<file path="src/design/ate_map.svh">
// Register map, field positions, reset values and encodings of the
// threshold and calculation-error register slice.
// Assumes a 32-bit Avalon-MM slave; each register is one aligned word.
`ifndef ATE_MAP_SVH
`define ATE_MAP_SVH

`define ATE_ADDR_W            6
`define ATE_OFF_SETPT_LO      6'h00
`define ATE_OFF_SETPT_HI      6'h04
`define ATE_OFF_ERR_HI        6'h08
`define ATE_OFF_ERR_LO        6'h0c
`define ATE_OFF_LTH_HI        6'h10
`define ATE_OFF_LTH_LO        6'h14
`define ATE_OFF_UTH_HI        6'h18
`define ATE_OFF_UTH_LO        6'h1c
`define ATE_OFF_TRIG          6'h20
`define ATE_OFF_CTRL3         6'h24
`define ATE_OFF_STATUS        6'h28
`define ATE_OFF_IRQ_STAT      6'h2c
`define ATE_OFF_IRQ_MASK      6'h30

// Control register three: calc mode in bits 6:4, irq mode in bits 2:0
`define ATE_CTRL3_CALC_LSB    4
`define ATE_CTRL3_TMD_LSB     0
`define ATE_CTRL3_WMASK       8'h77
// Converter status: above-upper in bit 6, below-lower in bit 5
`define ATE_STAT_UTHR_BIT     6
`define ATE_STAT_LTHR_BIT     5
`define ATE_TRIG_WMASK        8'h1f
`define ATE_RST_BYTE          8'h00
// Interrupt status / mask: bit 0 threshold, bit 1 conversion done
`define ATE_IRQ_THR_BIT       0
`define ATE_IRQ_DONE_BIT      1
`define ATE_IRQ_W             2

`endif

</file>
<file path="src/design/ate_pkg.sv">
// Types of the threshold and calculation-error register slice.
// Assumes ate_map.svh supplies the numeric constants.
package ate_pkg;

    // Calculation selected by the calc-mode field
    typedef enum logic [2:0] {
        ATE_CALC_FIRST_DERIV,
        ATE_CALC_SETPT_RES,
        ATE_CALC_SETPT_FLT,
        ATE_CALC_RSVD3,
        ATE_CALC_SETPT_AVG,
        ATE_CALC_RSVD5,
        ATE_CALC_ACT_DERIV,
        ATE_CALC_RSVD7
    } ate_calc_t;

    // Condition under which the threshold interrupt fires
    typedef enum logic [2:0] {
        ATE_TMD_NEVER,
        ATE_TMD_BELOW_LOW,
        ATE_TMD_ABOVE_HIGH_N,
        ATE_TMD_OUTSIDE,
        ATE_TMD_INSIDE,
        ATE_TMD_BELOW_LOW_N,
        ATE_TMD_ABOVE_HIGH,
        ATE_TMD_ALWAYS
    } ate_tmd_t;

    typedef enum {
        ATE_BUS_IDLE,
        ATE_BUS_ACK
    } ate_bus_t;

endpackage

</file>
<file path="src/design/ate_calc.sv">
// Error calculation and threshold comparison, purely combinational.
// Assumes results and thresholds are signed 16-bit quantities.
`timescale 1ns/10ps
`default_nettype none

module ate_calc (
    // Operands
    input  wire logic [15:0]         result_in,
    input  wire logic [15:0]         prev_in,
    input  wire logic [15:0]         filter_in,
    input  wire logic [15:0]         setpoint_in,
    input  wire ate_pkg::ate_calc_t  calc_in,
    input  wire ate_pkg::ate_tmd_t   tmd_in,
    input  wire logic [15:0]         lower_in,
    input  wire logic [15:0]         upper_in,
    // Results
    output logic      [15:0]         error_out,
    output logic                     above_out,
    output logic                     below_out,
    output logic                     fire_out
);
    import ate_pkg::*;

    always_comb begin
        case (calc_in)
            ATE_CALC_FIRST_DERIV: error_out = result_in - prev_in;
            ATE_CALC_SETPT_RES:   error_out = result_in - setpoint_in;
            ATE_CALC_SETPT_FLT:   error_out = filter_in - setpoint_in;
            ATE_CALC_SETPT_AVG:   error_out = filter_in - setpoint_in;
            ATE_CALC_ACT_DERIV:   error_out = filter_in - prev_in;
            default:              error_out = result_in - setpoint_in;
        endcase
    end

    // Signed compare: the error is a difference and can go negative
    assign above_out = $signed(error_out) > $signed(upper_in);
    assign below_out = $signed(error_out) < $signed(lower_in);

    always_comb begin
        case (tmd_in)
            ATE_TMD_NEVER:        fire_out = 1'b0;
            ATE_TMD_BELOW_LOW:    fire_out = below_out;
            ATE_TMD_ABOVE_HIGH_N: fire_out = !above_out;
            ATE_TMD_OUTSIDE:      fire_out = below_out || above_out;
            ATE_TMD_INSIDE:       fire_out = !below_out && !above_out;
            ATE_TMD_BELOW_LOW_N:  fire_out = !below_out;
            ATE_TMD_ABOVE_HIGH:   fire_out = above_out;
            default:              fire_out = 1'b1;
        endcase
    end

endmodule

`default_nettype wire

</file>
<file path="src/design/ate_regs.sv">
// Threshold / calculation-error register slice with Avalon-MM slave.
// Assumes the conversion engine pulses conv_done_in with its results.
//
// Register access over Avalon-MM and the placing of the registers were decided locally.
`include "ate_map.svh"
`timescale 1ns/10ps
`default_nettype none

module ate_regs (
    // Clock, reset, enable
    input  wire logic                   clk_in,
    input  wire logic                   rst_n_in,
    input  wire logic                   clk_en_in,
    // Avalon-MM slave
    input  wire logic [`ATE_ADDR_W-1:0] avs_address_in,
    input  wire logic                   avs_read_in,
    input  wire logic                   avs_write_in,
    input  wire logic [3:0]             avs_byteenable_in,
    input  wire logic [31:0]            avs_writedata_in,
    output logic      [31:0]            avs_readdata_out,
    output logic                        avs_waitrequest_out,
    output logic      [1:0]             avs_response_out,
    // Conversion engine
    input  wire logic                   conv_done_in,
    input  wire logic [15:0]            conv_result_in,
    input  wire logic [15:0]            conv_prev_in,
    input  wire logic [15:0]            conv_filter_in,
    // Block outputs
    output logic      [4:0]             trigger_source_select_out,
    output logic                        above_upper_flag_out,
    output logic                        below_lower_flag_out,
    output logic                        threshold_irq_out,
    output logic                        irq_out
);
    import ate_pkg::*;

    // ==============================================================
    // State
    typedef struct packed {
        logic [1:0]             rst_sync;
        ate_bus_t               bus;
        logic [31:0]            rdata;
        logic [1:0]             resp;
        logic [15:0]            setpoint;
        logic [15:0]            error;
        logic [15:0]            lower;
        logic [15:0]            upper;
        logic [4:0]             trig;
        logic [2:0]             calc;
        logic [2:0]             tmd;
        logic                   above;
        logic                   below;
        logic                   thr_irq;
        logic [`ATE_IRQ_W-1:0]  istat;
        logic [`ATE_IRQ_W-1:0]  imask;
        logic                   irq;
    } ate_state_t;

    ate_state_t state_q;
    ate_state_t state_d;
    logic       rst_n;

    logic [15:0]            err_calc;
    logic                   cmp_above;
    logic                   cmp_below;
    logic                   cmp_fire;
    logic                   wr_acc;
    logic                   req_new;
    logic [7:0]             wbyte;
    logic [`ATE_IRQ_W-1:0]  events;
    logic [7:0]             rbyte;
    logic                   hit;

    // ==============================================================
    // Reset release
    // The synchroniser runs off the free clock so release is not
    // delayed while the block is held by the clock enable.
    logic [1:0] rst_pipe_q;
    always_ff @(posedge clk_in or negedge rst_n_in) begin
        if (!rst_n_in) begin
            rst_pipe_q <= 2'h0;
        end else begin
            rst_pipe_q <= {rst_pipe_q[0], 1'b1};
        end
    end
    assign rst_n = rst_pipe_q[1];

    // ==============================================================
    // Calculation
    ate_calc u_calc (
        .result_in   (conv_result_in),
        .prev_in     (conv_prev_in),
        .filter_in   (conv_filter_in),
        .setpoint_in (state_q.setpoint),
        .calc_in     (ate_calc_t'(state_q.calc)),
        .tmd_in      (ate_tmd_t'(state_q.tmd)),
        .lower_in    (state_q.lower),
        .upper_in    (state_q.upper),
        .error_out   (err_calc),
        .above_out   (cmp_above),
        .below_out   (cmp_below),
        .fire_out    (cmp_fire)
    );

    // ==============================================================
    // Bus decode
    // One wait state per access: the request is answered the cycle
    // after it is seen, so waitrequest is low exactly one cycle.
    assign wr_acc = avs_write_in && state_q.bus == ATE_BUS_ACK;
    assign req_new = (avs_read_in || avs_write_in)
                     && state_q.bus == ATE_BUS_IDLE;
    assign wbyte  = avs_byteenable_in[0] ? avs_writedata_in[7:0]
                                         : 8'h00;

    always_comb begin
        hit = 1'b1;
        case (avs_address_in)
            `ATE_OFF_SETPT_LO: rbyte = state_q.setpoint[7:0];
            `ATE_OFF_SETPT_HI: rbyte = state_q.setpoint[15:8];
            `ATE_OFF_ERR_HI:   rbyte = state_q.error[15:8];
            `ATE_OFF_ERR_LO:   rbyte = state_q.error[7:0];
            `ATE_OFF_LTH_HI:   rbyte = state_q.lower[15:8];
            `ATE_OFF_LTH_LO:   rbyte = state_q.lower[7:0];
            `ATE_OFF_UTH_HI:   rbyte = state_q.upper[15:8];
            `ATE_OFF_UTH_LO:   rbyte = state_q.upper[7:0];
            `ATE_OFF_TRIG:     rbyte = {3'h0, state_q.trig};
            `ATE_OFF_CTRL3:
                rbyte = {1'b0, state_q.calc, 1'b0, state_q.tmd};
            `ATE_OFF_STATUS: begin
                rbyte = 8'h00;
                rbyte[`ATE_STAT_UTHR_BIT] = state_q.above;
                rbyte[`ATE_STAT_LTHR_BIT] = state_q.below;
            end
            `ATE_OFF_IRQ_STAT: rbyte = {6'h00, state_q.istat};
            `ATE_OFF_IRQ_MASK: rbyte = {6'h00, state_q.imask};
            default: begin
                rbyte = 8'h00;
                hit   = 1'b0;
            end
        endcase
    end

    // ==============================================================
    // Next state
    always_comb begin
        state_d          = state_q;
        state_d.rst_sync = 2'h3;
        events           = '0;

        case (state_q.bus)
            ATE_BUS_IDLE: begin
                if (avs_read_in || avs_write_in) begin
                    state_d.bus = ATE_BUS_ACK;
                end
            end
            ATE_BUS_ACK: begin
                state_d.bus = ATE_BUS_IDLE;
            end
            default: begin
                state_d.bus = ATE_BUS_IDLE;
            end
        endcase

        // Read data and response are latched as the request is seen, so
        // they already stand at the edge that samples waitrequest low.
        if (req_new && avs_read_in) begin
            state_d.rdata = {24'h0, rbyte};
        end
        if (req_new) begin
            state_d.resp = hit ? 2'b00 : 2'b10;
        end

        if (wr_acc && avs_byteenable_in[0]) begin
            case (avs_address_in)
                `ATE_OFF_SETPT_LO: state_d.setpoint[7:0] = wbyte;
                `ATE_OFF_SETPT_HI: state_d.setpoint[15:8] = wbyte;
                `ATE_OFF_LTH_HI:   state_d.lower[15:8] = wbyte;
                `ATE_OFF_LTH_LO:   state_d.lower[7:0] = wbyte;
                `ATE_OFF_UTH_HI:   state_d.upper[15:8] = wbyte;
                `ATE_OFF_UTH_LO:   state_d.upper[7:0] = wbyte;
                `ATE_OFF_TRIG:
                    state_d.trig = wbyte[4:0];
                `ATE_OFF_CTRL3: begin
                    state_d.calc = wbyte[`ATE_CTRL3_CALC_LSB +: 3];
                    state_d.tmd  = wbyte[`ATE_CTRL3_TMD_LSB +: 3];
                end
                `ATE_OFF_IRQ_MASK:
                    state_d.imask = wbyte[`ATE_IRQ_W-1:0];
                // Error bytes and status stay untouched by writes
                default: state_d.resp = state_d.resp;
            endcase
        end

        // Read of the interrupt status clears it in the cycle its data
        // is latched, so no event can slip between capture and clear;
        // events of that same cycle win below
        if (req_new && avs_read_in
            && avs_address_in == `ATE_OFF_IRQ_STAT) begin
            state_d.istat = '0;
        end

        if (conv_done_in) begin
            state_d.error   = err_calc;
            state_d.above   = cmp_above;
            state_d.below   = cmp_below;
            state_d.thr_irq = cmp_fire;
            events[`ATE_IRQ_THR_BIT]  = cmp_fire;
            events[`ATE_IRQ_DONE_BIT] = 1'b1;
        end else begin
            state_d.thr_irq = 1'b0;
        end
        state_d.istat = state_d.istat | events;
        state_d.irq   = |(state_d.istat & state_d.imask);
    end

    // ==============================================================
    // Registers
    always_ff @(posedge clk_in or negedge rst_n) begin
        if (!rst_n) begin
            state_q     <= '0;
            state_q.bus <= ATE_BUS_IDLE;
        end else if (clk_en_in) begin
            state_q <= state_d;
        end
    end

    // ==============================================================
    // Outputs
    assign avs_readdata_out          = state_q.rdata;
    assign avs_response_out          = state_q.resp;
    assign trigger_source_select_out = state_q.trig;
    assign above_upper_flag_out      = state_q.above;
    assign below_lower_flag_out      = state_q.below;
    assign threshold_irq_out         = state_q.thr_irq;
    assign irq_out                   = state_q.irq;

    // Waitrequest from a flop: high except in the answer cycle
    logic wait_q;
    always_ff @(posedge clk_in or negedge rst_n) begin
        if (!rst_n) begin
            wait_q <= 1'b1;
        end else if (clk_en_in) begin
            wait_q <= !(state_d.bus == ATE_BUS_ACK);
        end
    end
    assign avs_waitrequest_out = wait_q;

endmodule

`default_nettype wire

</file>
<file path="config.mk">
export PLATFORM = sky130hd
export DESIGN_NAME = ate_regs
export DESIGN_NICKNAME = d
export VERILOG_FILES = /design/src/design/ate_pkg.sv /design/src/design/ate_calc.sv /design/src/design/ate_regs.sv
export VERILOG_INCLUDE_DIRS = /design/src /design/src/design
export SDC_FILE = /design/constraint.sdc
export NUM_CORES = 1
export LEC_CHECK = 0
export BUFFER_PORTS_ARGS = -buffer_cell sky130_fd_sc_hd__buf_2
export CAP_MARGIN = 0
export CELL_PAD_IN_SITES_DETAIL_PLACEMENT = 0
export CELL_PAD_IN_SITES_GLOBAL_PLACEMENT = 2
export CORE_ASPECT_RATIO = 1.2
export CORE_UTILIZATION = 30
export CTS_CLUSTER_DIAMETER = 80
export DETAILED_ROUTE_END_ITERATION = 12
export PLACE_DENSITY = 0.67
export SLEW_MARGIN = 30
export SYNTH_ARGS = -nofsm -noshare
export SYNTH_HDL_FRONTEND = slang
export SYNTH_HIERARCHICAL = 1
export SYNTH_SLANG_ARGS = --single-unit
export TNS_END_PERCENT = 50
</file>
<file path="constraint.sdc">
create_clock -name clk_in -period 9.3 [get_ports clk_in]
set_clock_uncertainty 0.05 [all_clocks]
set_input_delay 1.395 -clock clk_in [delete_from_list [all_inputs] [get_ports clk_in]]
set_output_delay 1.395 -clock clk_in [all_outputs]
set_load 0.01 [all_outputs]
</file>
==> results.py <==
metrics = {
    "synth": {
        "ys_types": 75,
        "synth.most_common_cell": "dfrtp_1",
        "netlist_area_mm2": 0.008501,
        "synth_cells": 836,
        "yosysSeqAreaShare": 0.3740,
        "synth_top_area_cell": "dfrtp_1",
        "async_reset_ff_frac": 1.000,
        "synthTopCellsByArea": "dfrtp_1 (37%), mux2_2 (11%), ha_1 (9.0%)",
        "yosys_warnings": 6,
        "synth_ff_type": "dfrtp_1",
        "synth_enable_flop_cells": 0,
        "ys_ff_latch": 127,
        "avgSynthCellArea_um2": 10.17,
        "synth_commonest_cells": "dfrtp_1 (126), mux2_2 (84), ha_1 (61), inv_1 (47), nor2_1 (46)",
        "synth_top_area_frac": 0.3709,
    },
    "timing": {
        "worstMarginPinSlew_ns": 0.9358,
        "hold_viol_final": 0,
        "period_needed_ns": 6.591,
        "tns_ns": 0,
        "finalCritPeriodShare": 0.7087,
        "slew_headroom": 0.3748,
        "timing.fmax_mhz": 151.7,
        "setup_viol": 0,
        "maxSlewViolCount": 0,
        "setup_slack_ns": 2.709,
        "rsz0062_at_grt": "false",
    },
    "global_route": {
        "overflow": 0,
        "grt_pass1_wl_mm": 38.90,
        "grt_pass1_vias": 6562,
        "grt_max_degree": 67,
        "grtUsageTotal": 0.1803,
        "grt_antenna_before_repair": 0,
    },
    "cts": {
        "cts_max_level": 4,
        "clk-insertion-delay-late_ns": 0.42,
        "postCtsHoldBufs": 0,
        "cts_sinks": 127,
        "cts_resized": 0,
        "cts_tree": "yes",
        "clk_pin_slew_worst_paths_ns": 0.06,
        "cts_buffers": 17,
        "postCtsSetupBuffers": 0,
        "ctsLongestPathBuffers": 2,
        "cts-root-buf": "clkbuf_16",
    },
    "power": {
        "power_uw": 1580,
        "sw_frac_of_total": 0.3111,
        "ir_drop_uv": 111.7,
        "clkPwrFrac": 0.391,
        "power.leakage_uw": 0.004607,
        "comb_power_share": 0.211,
        "p_int_uw": 1088,
        "switching_power_uw": 491.5,
        "p_per_area_mw_per_mm2": 162.5,
        "seqPwrFrac": 0.398,
    },
    "placed_design": {
        "place_worst_setup_slack_ns": 2.286,
        "io_buffers": 87,
        "dp.cells": 1261,
        "routabilityCongestion": 0.7679,
        "hpwl_mm": 19.29,
    },
    "die": {
        "dieArea_mm2": 0.02902,
        "start_util": 0.3045,
        "die_h_um": 186.4,
        "core_area_mm2": 0.02792,
        "num_io_pins": 140,
        "die_w_um": 155.7,
        "rows": 67,
    },
    "drt": {
        "routed_wl_mm": 25.18,
        "drc": 0,
        "drt_first_pass_iters": 5,
        "routedWlPerCell_um": 19.46,
        "viasPerCell": 4.978,
        "vias": 6442,
        "ant_nets": 0,
        "first_iter_violations": 385,
    },
    "layout": {
        "fin_util": 0.3483,
        "stdcell_count": 1294,
        "seq_area_mm2": 0.003183,
        "multi_input_area_mm2": 0.004847,
        "antenna_cells": 0,
        "fin_nets": 1061,
        "syn_to_final_growth_pct": 14.37,
        "n_fill_cell": 2899,
        "drive_above_1_share": 0.2492,
    },
    "worst_setup_path": {
        "cp-start-kind": "flip-flop",
        "cp.required_ns": 9.57,
        "endpoint_kind": "flip-flop",
        "r2r_cells": 26,
        "max_stage_delay_ns": 0.47,
        "startpoint": "state_q[12]$_DFFE_PN0P_",
        "worstSetupPathType": "reg -> reg",
        "worstSetupEndpoint": "irq_out$_DFFE_PN0P_",
        "worst-r2r-setup-slack_ns": 2.71,
        "crit_slowest_cell": "dfrtp_1",
        "crit_arrival_ns": 6.86,
        "path_max_fanout": 16,
        "worstReg2RegStart": "state_q[12]$_DFFE_PN0P_",
        "reg2reg_to": "irq_out$_DFFE_PN0P_",
    },
    "min_path": {
        "hp-class": "reg -> async",
    },
    "outcome": {
        "status": "complete, no violations",
    },
    "flow_run": {
        "maxCapViolations": 0,
    },
}
==> worst max-delay path, delay by kind of cell, from the launching register on <==
family                   cells  cell delay (ns)
AO/OA/AOI/OAI                8             1.96
AND/OR/NAND/NOR             10             1.45
multiplexers                 3             1.12
adder cells (fa/ha/maj)      3             0.95
flip-flops                   1             0.47
buffers and inverters        1             0.31
XOR/XNOR                     1             0.16
==> worst min path at each step <==
stage	to	slack (ns)	cells past startpoint	from
global route	avs_readdata_out[0]$_DFFE_PN0P_	0.27	0	rst_pipe_q[1]$_DFF_PN0_
finish	avs_readdata_out[0]$_DFFE_PN0P_	0.22	0	rst_pipe_q[1]$_DFF_PN0_
floorplan	rst_pipe_q[1]$_DFF_PN0_	0.28	0	rst_pipe_q[0]$_DFF_PN0_
global placement	rst_pipe_q[1]$_DFF_PN0_	0.29	0	rst_pipe_q[0]$_DFF_PN0_
detailed placement	rst_pipe_q[1]$_DFF_PN0_	0.29	0	rst_pipe_q[0]$_DFF_PN0_
CTS	rst_pipe_q[1]$_DFF_PN0_	0.31	0	rst_pipe_q[0]$_DFF_PN0_
==> sequential cells by signal (all words and copies together), names as in the netlist <==
register and flops:
threshold_irq_out 1, avs_readdata_out 8, avs_response_out 1, below_lower_flag_out 1, above_upper_flag_out 1, avs_waitrequest_out 1
trigger_source_select_out 5, state_q 106, irq_out 1, rst_pipe_q 2
==> power groups by stage <==
stage / clock network (uW) / registers (uW) / logic (uW)
6_report: 618 / 629 / 333
5_1_grt: 660 / 634 / 373
4_1_cts: 633 / 633 / 333
3_5_place_dp: 0 / 642 / 331
3_3_place_gp: 0 / 642 / 331
2_1_floorplan: 0 / 631 / 237
==> logic make-up after synthesis <==
group,after synthesis,synth area share
and+or+nand+nor,227,0.1460
AOI/OAI and AO/OA,155,0.1322
DFF,127,0.3740
muxes,122,0.1591
buffers and inverters,117,0.06962
adders and majority gates,63,0.09450
xor gates and xnor gates,23,0.02370
other,2,0.0008835
==> area by class of cell <==
type,instances,share of cell area
multi-input cells,616,0.4986
inverters,47,0.01815
clock buffers,19,0.04556
flip-flops and latches,127,0.3274
well taps,379,0.04878
repair buffers,93,0.05071
clock inverters,13,0.01081
==> metrics by stage <==
step / cell area (um^2) / hold slack (ns)
final: 9722 / 0.2191
after floorplan: 8591 / 0.2812
after global placement: 9149 / 0.2869
after CTS: 9699 / 0.3056
after detailed placement: 9151 / 0.2920
after global routing: 9722 / 0.2735
==> routing by layer <==
layer	share of wire	vias to the layer above	GRT usage
met5	0	-	0
met4	0.020	0	0.05317
met3	0.042	20	0.02949
met2	0.49	160	0.3070
met1	0.45	3163	0.2329
li1	-	3099	-
==> cell usage in the layout (no fill, tap or decap), types with 4 or more instances in the layout <==
cell and n:
nand3_1 11, mux2i_1 35, xnor2_1 11, buf_4 5, a21o_1 13, and3_1 5, a2111oi_0 4, conb_1 26
a222oi_1 7, o21a_1 10, nor4_1 7, ha_1 61, a41oi_1 4, dfrtp_1 125, nor2b_1 13, nand4_1 10
o21ai_0 17, a21oi_1 37, a22o_1 6, a31oi_1 6, a211oi_1 6, clkinvlp_4 4, nand3b_1 5, nand2_1 34
mux2_2 84, buf_2 87, clkbuf_16 17, a221oi_1 4, nand2b_1 11, inv_1 47, inv_6 5, xor2_1 12
nor3_1 17, nor2_1 46, or3_1 5, a22oi_1 11, and2_1 44
Power figures use the tool's default switching activity.
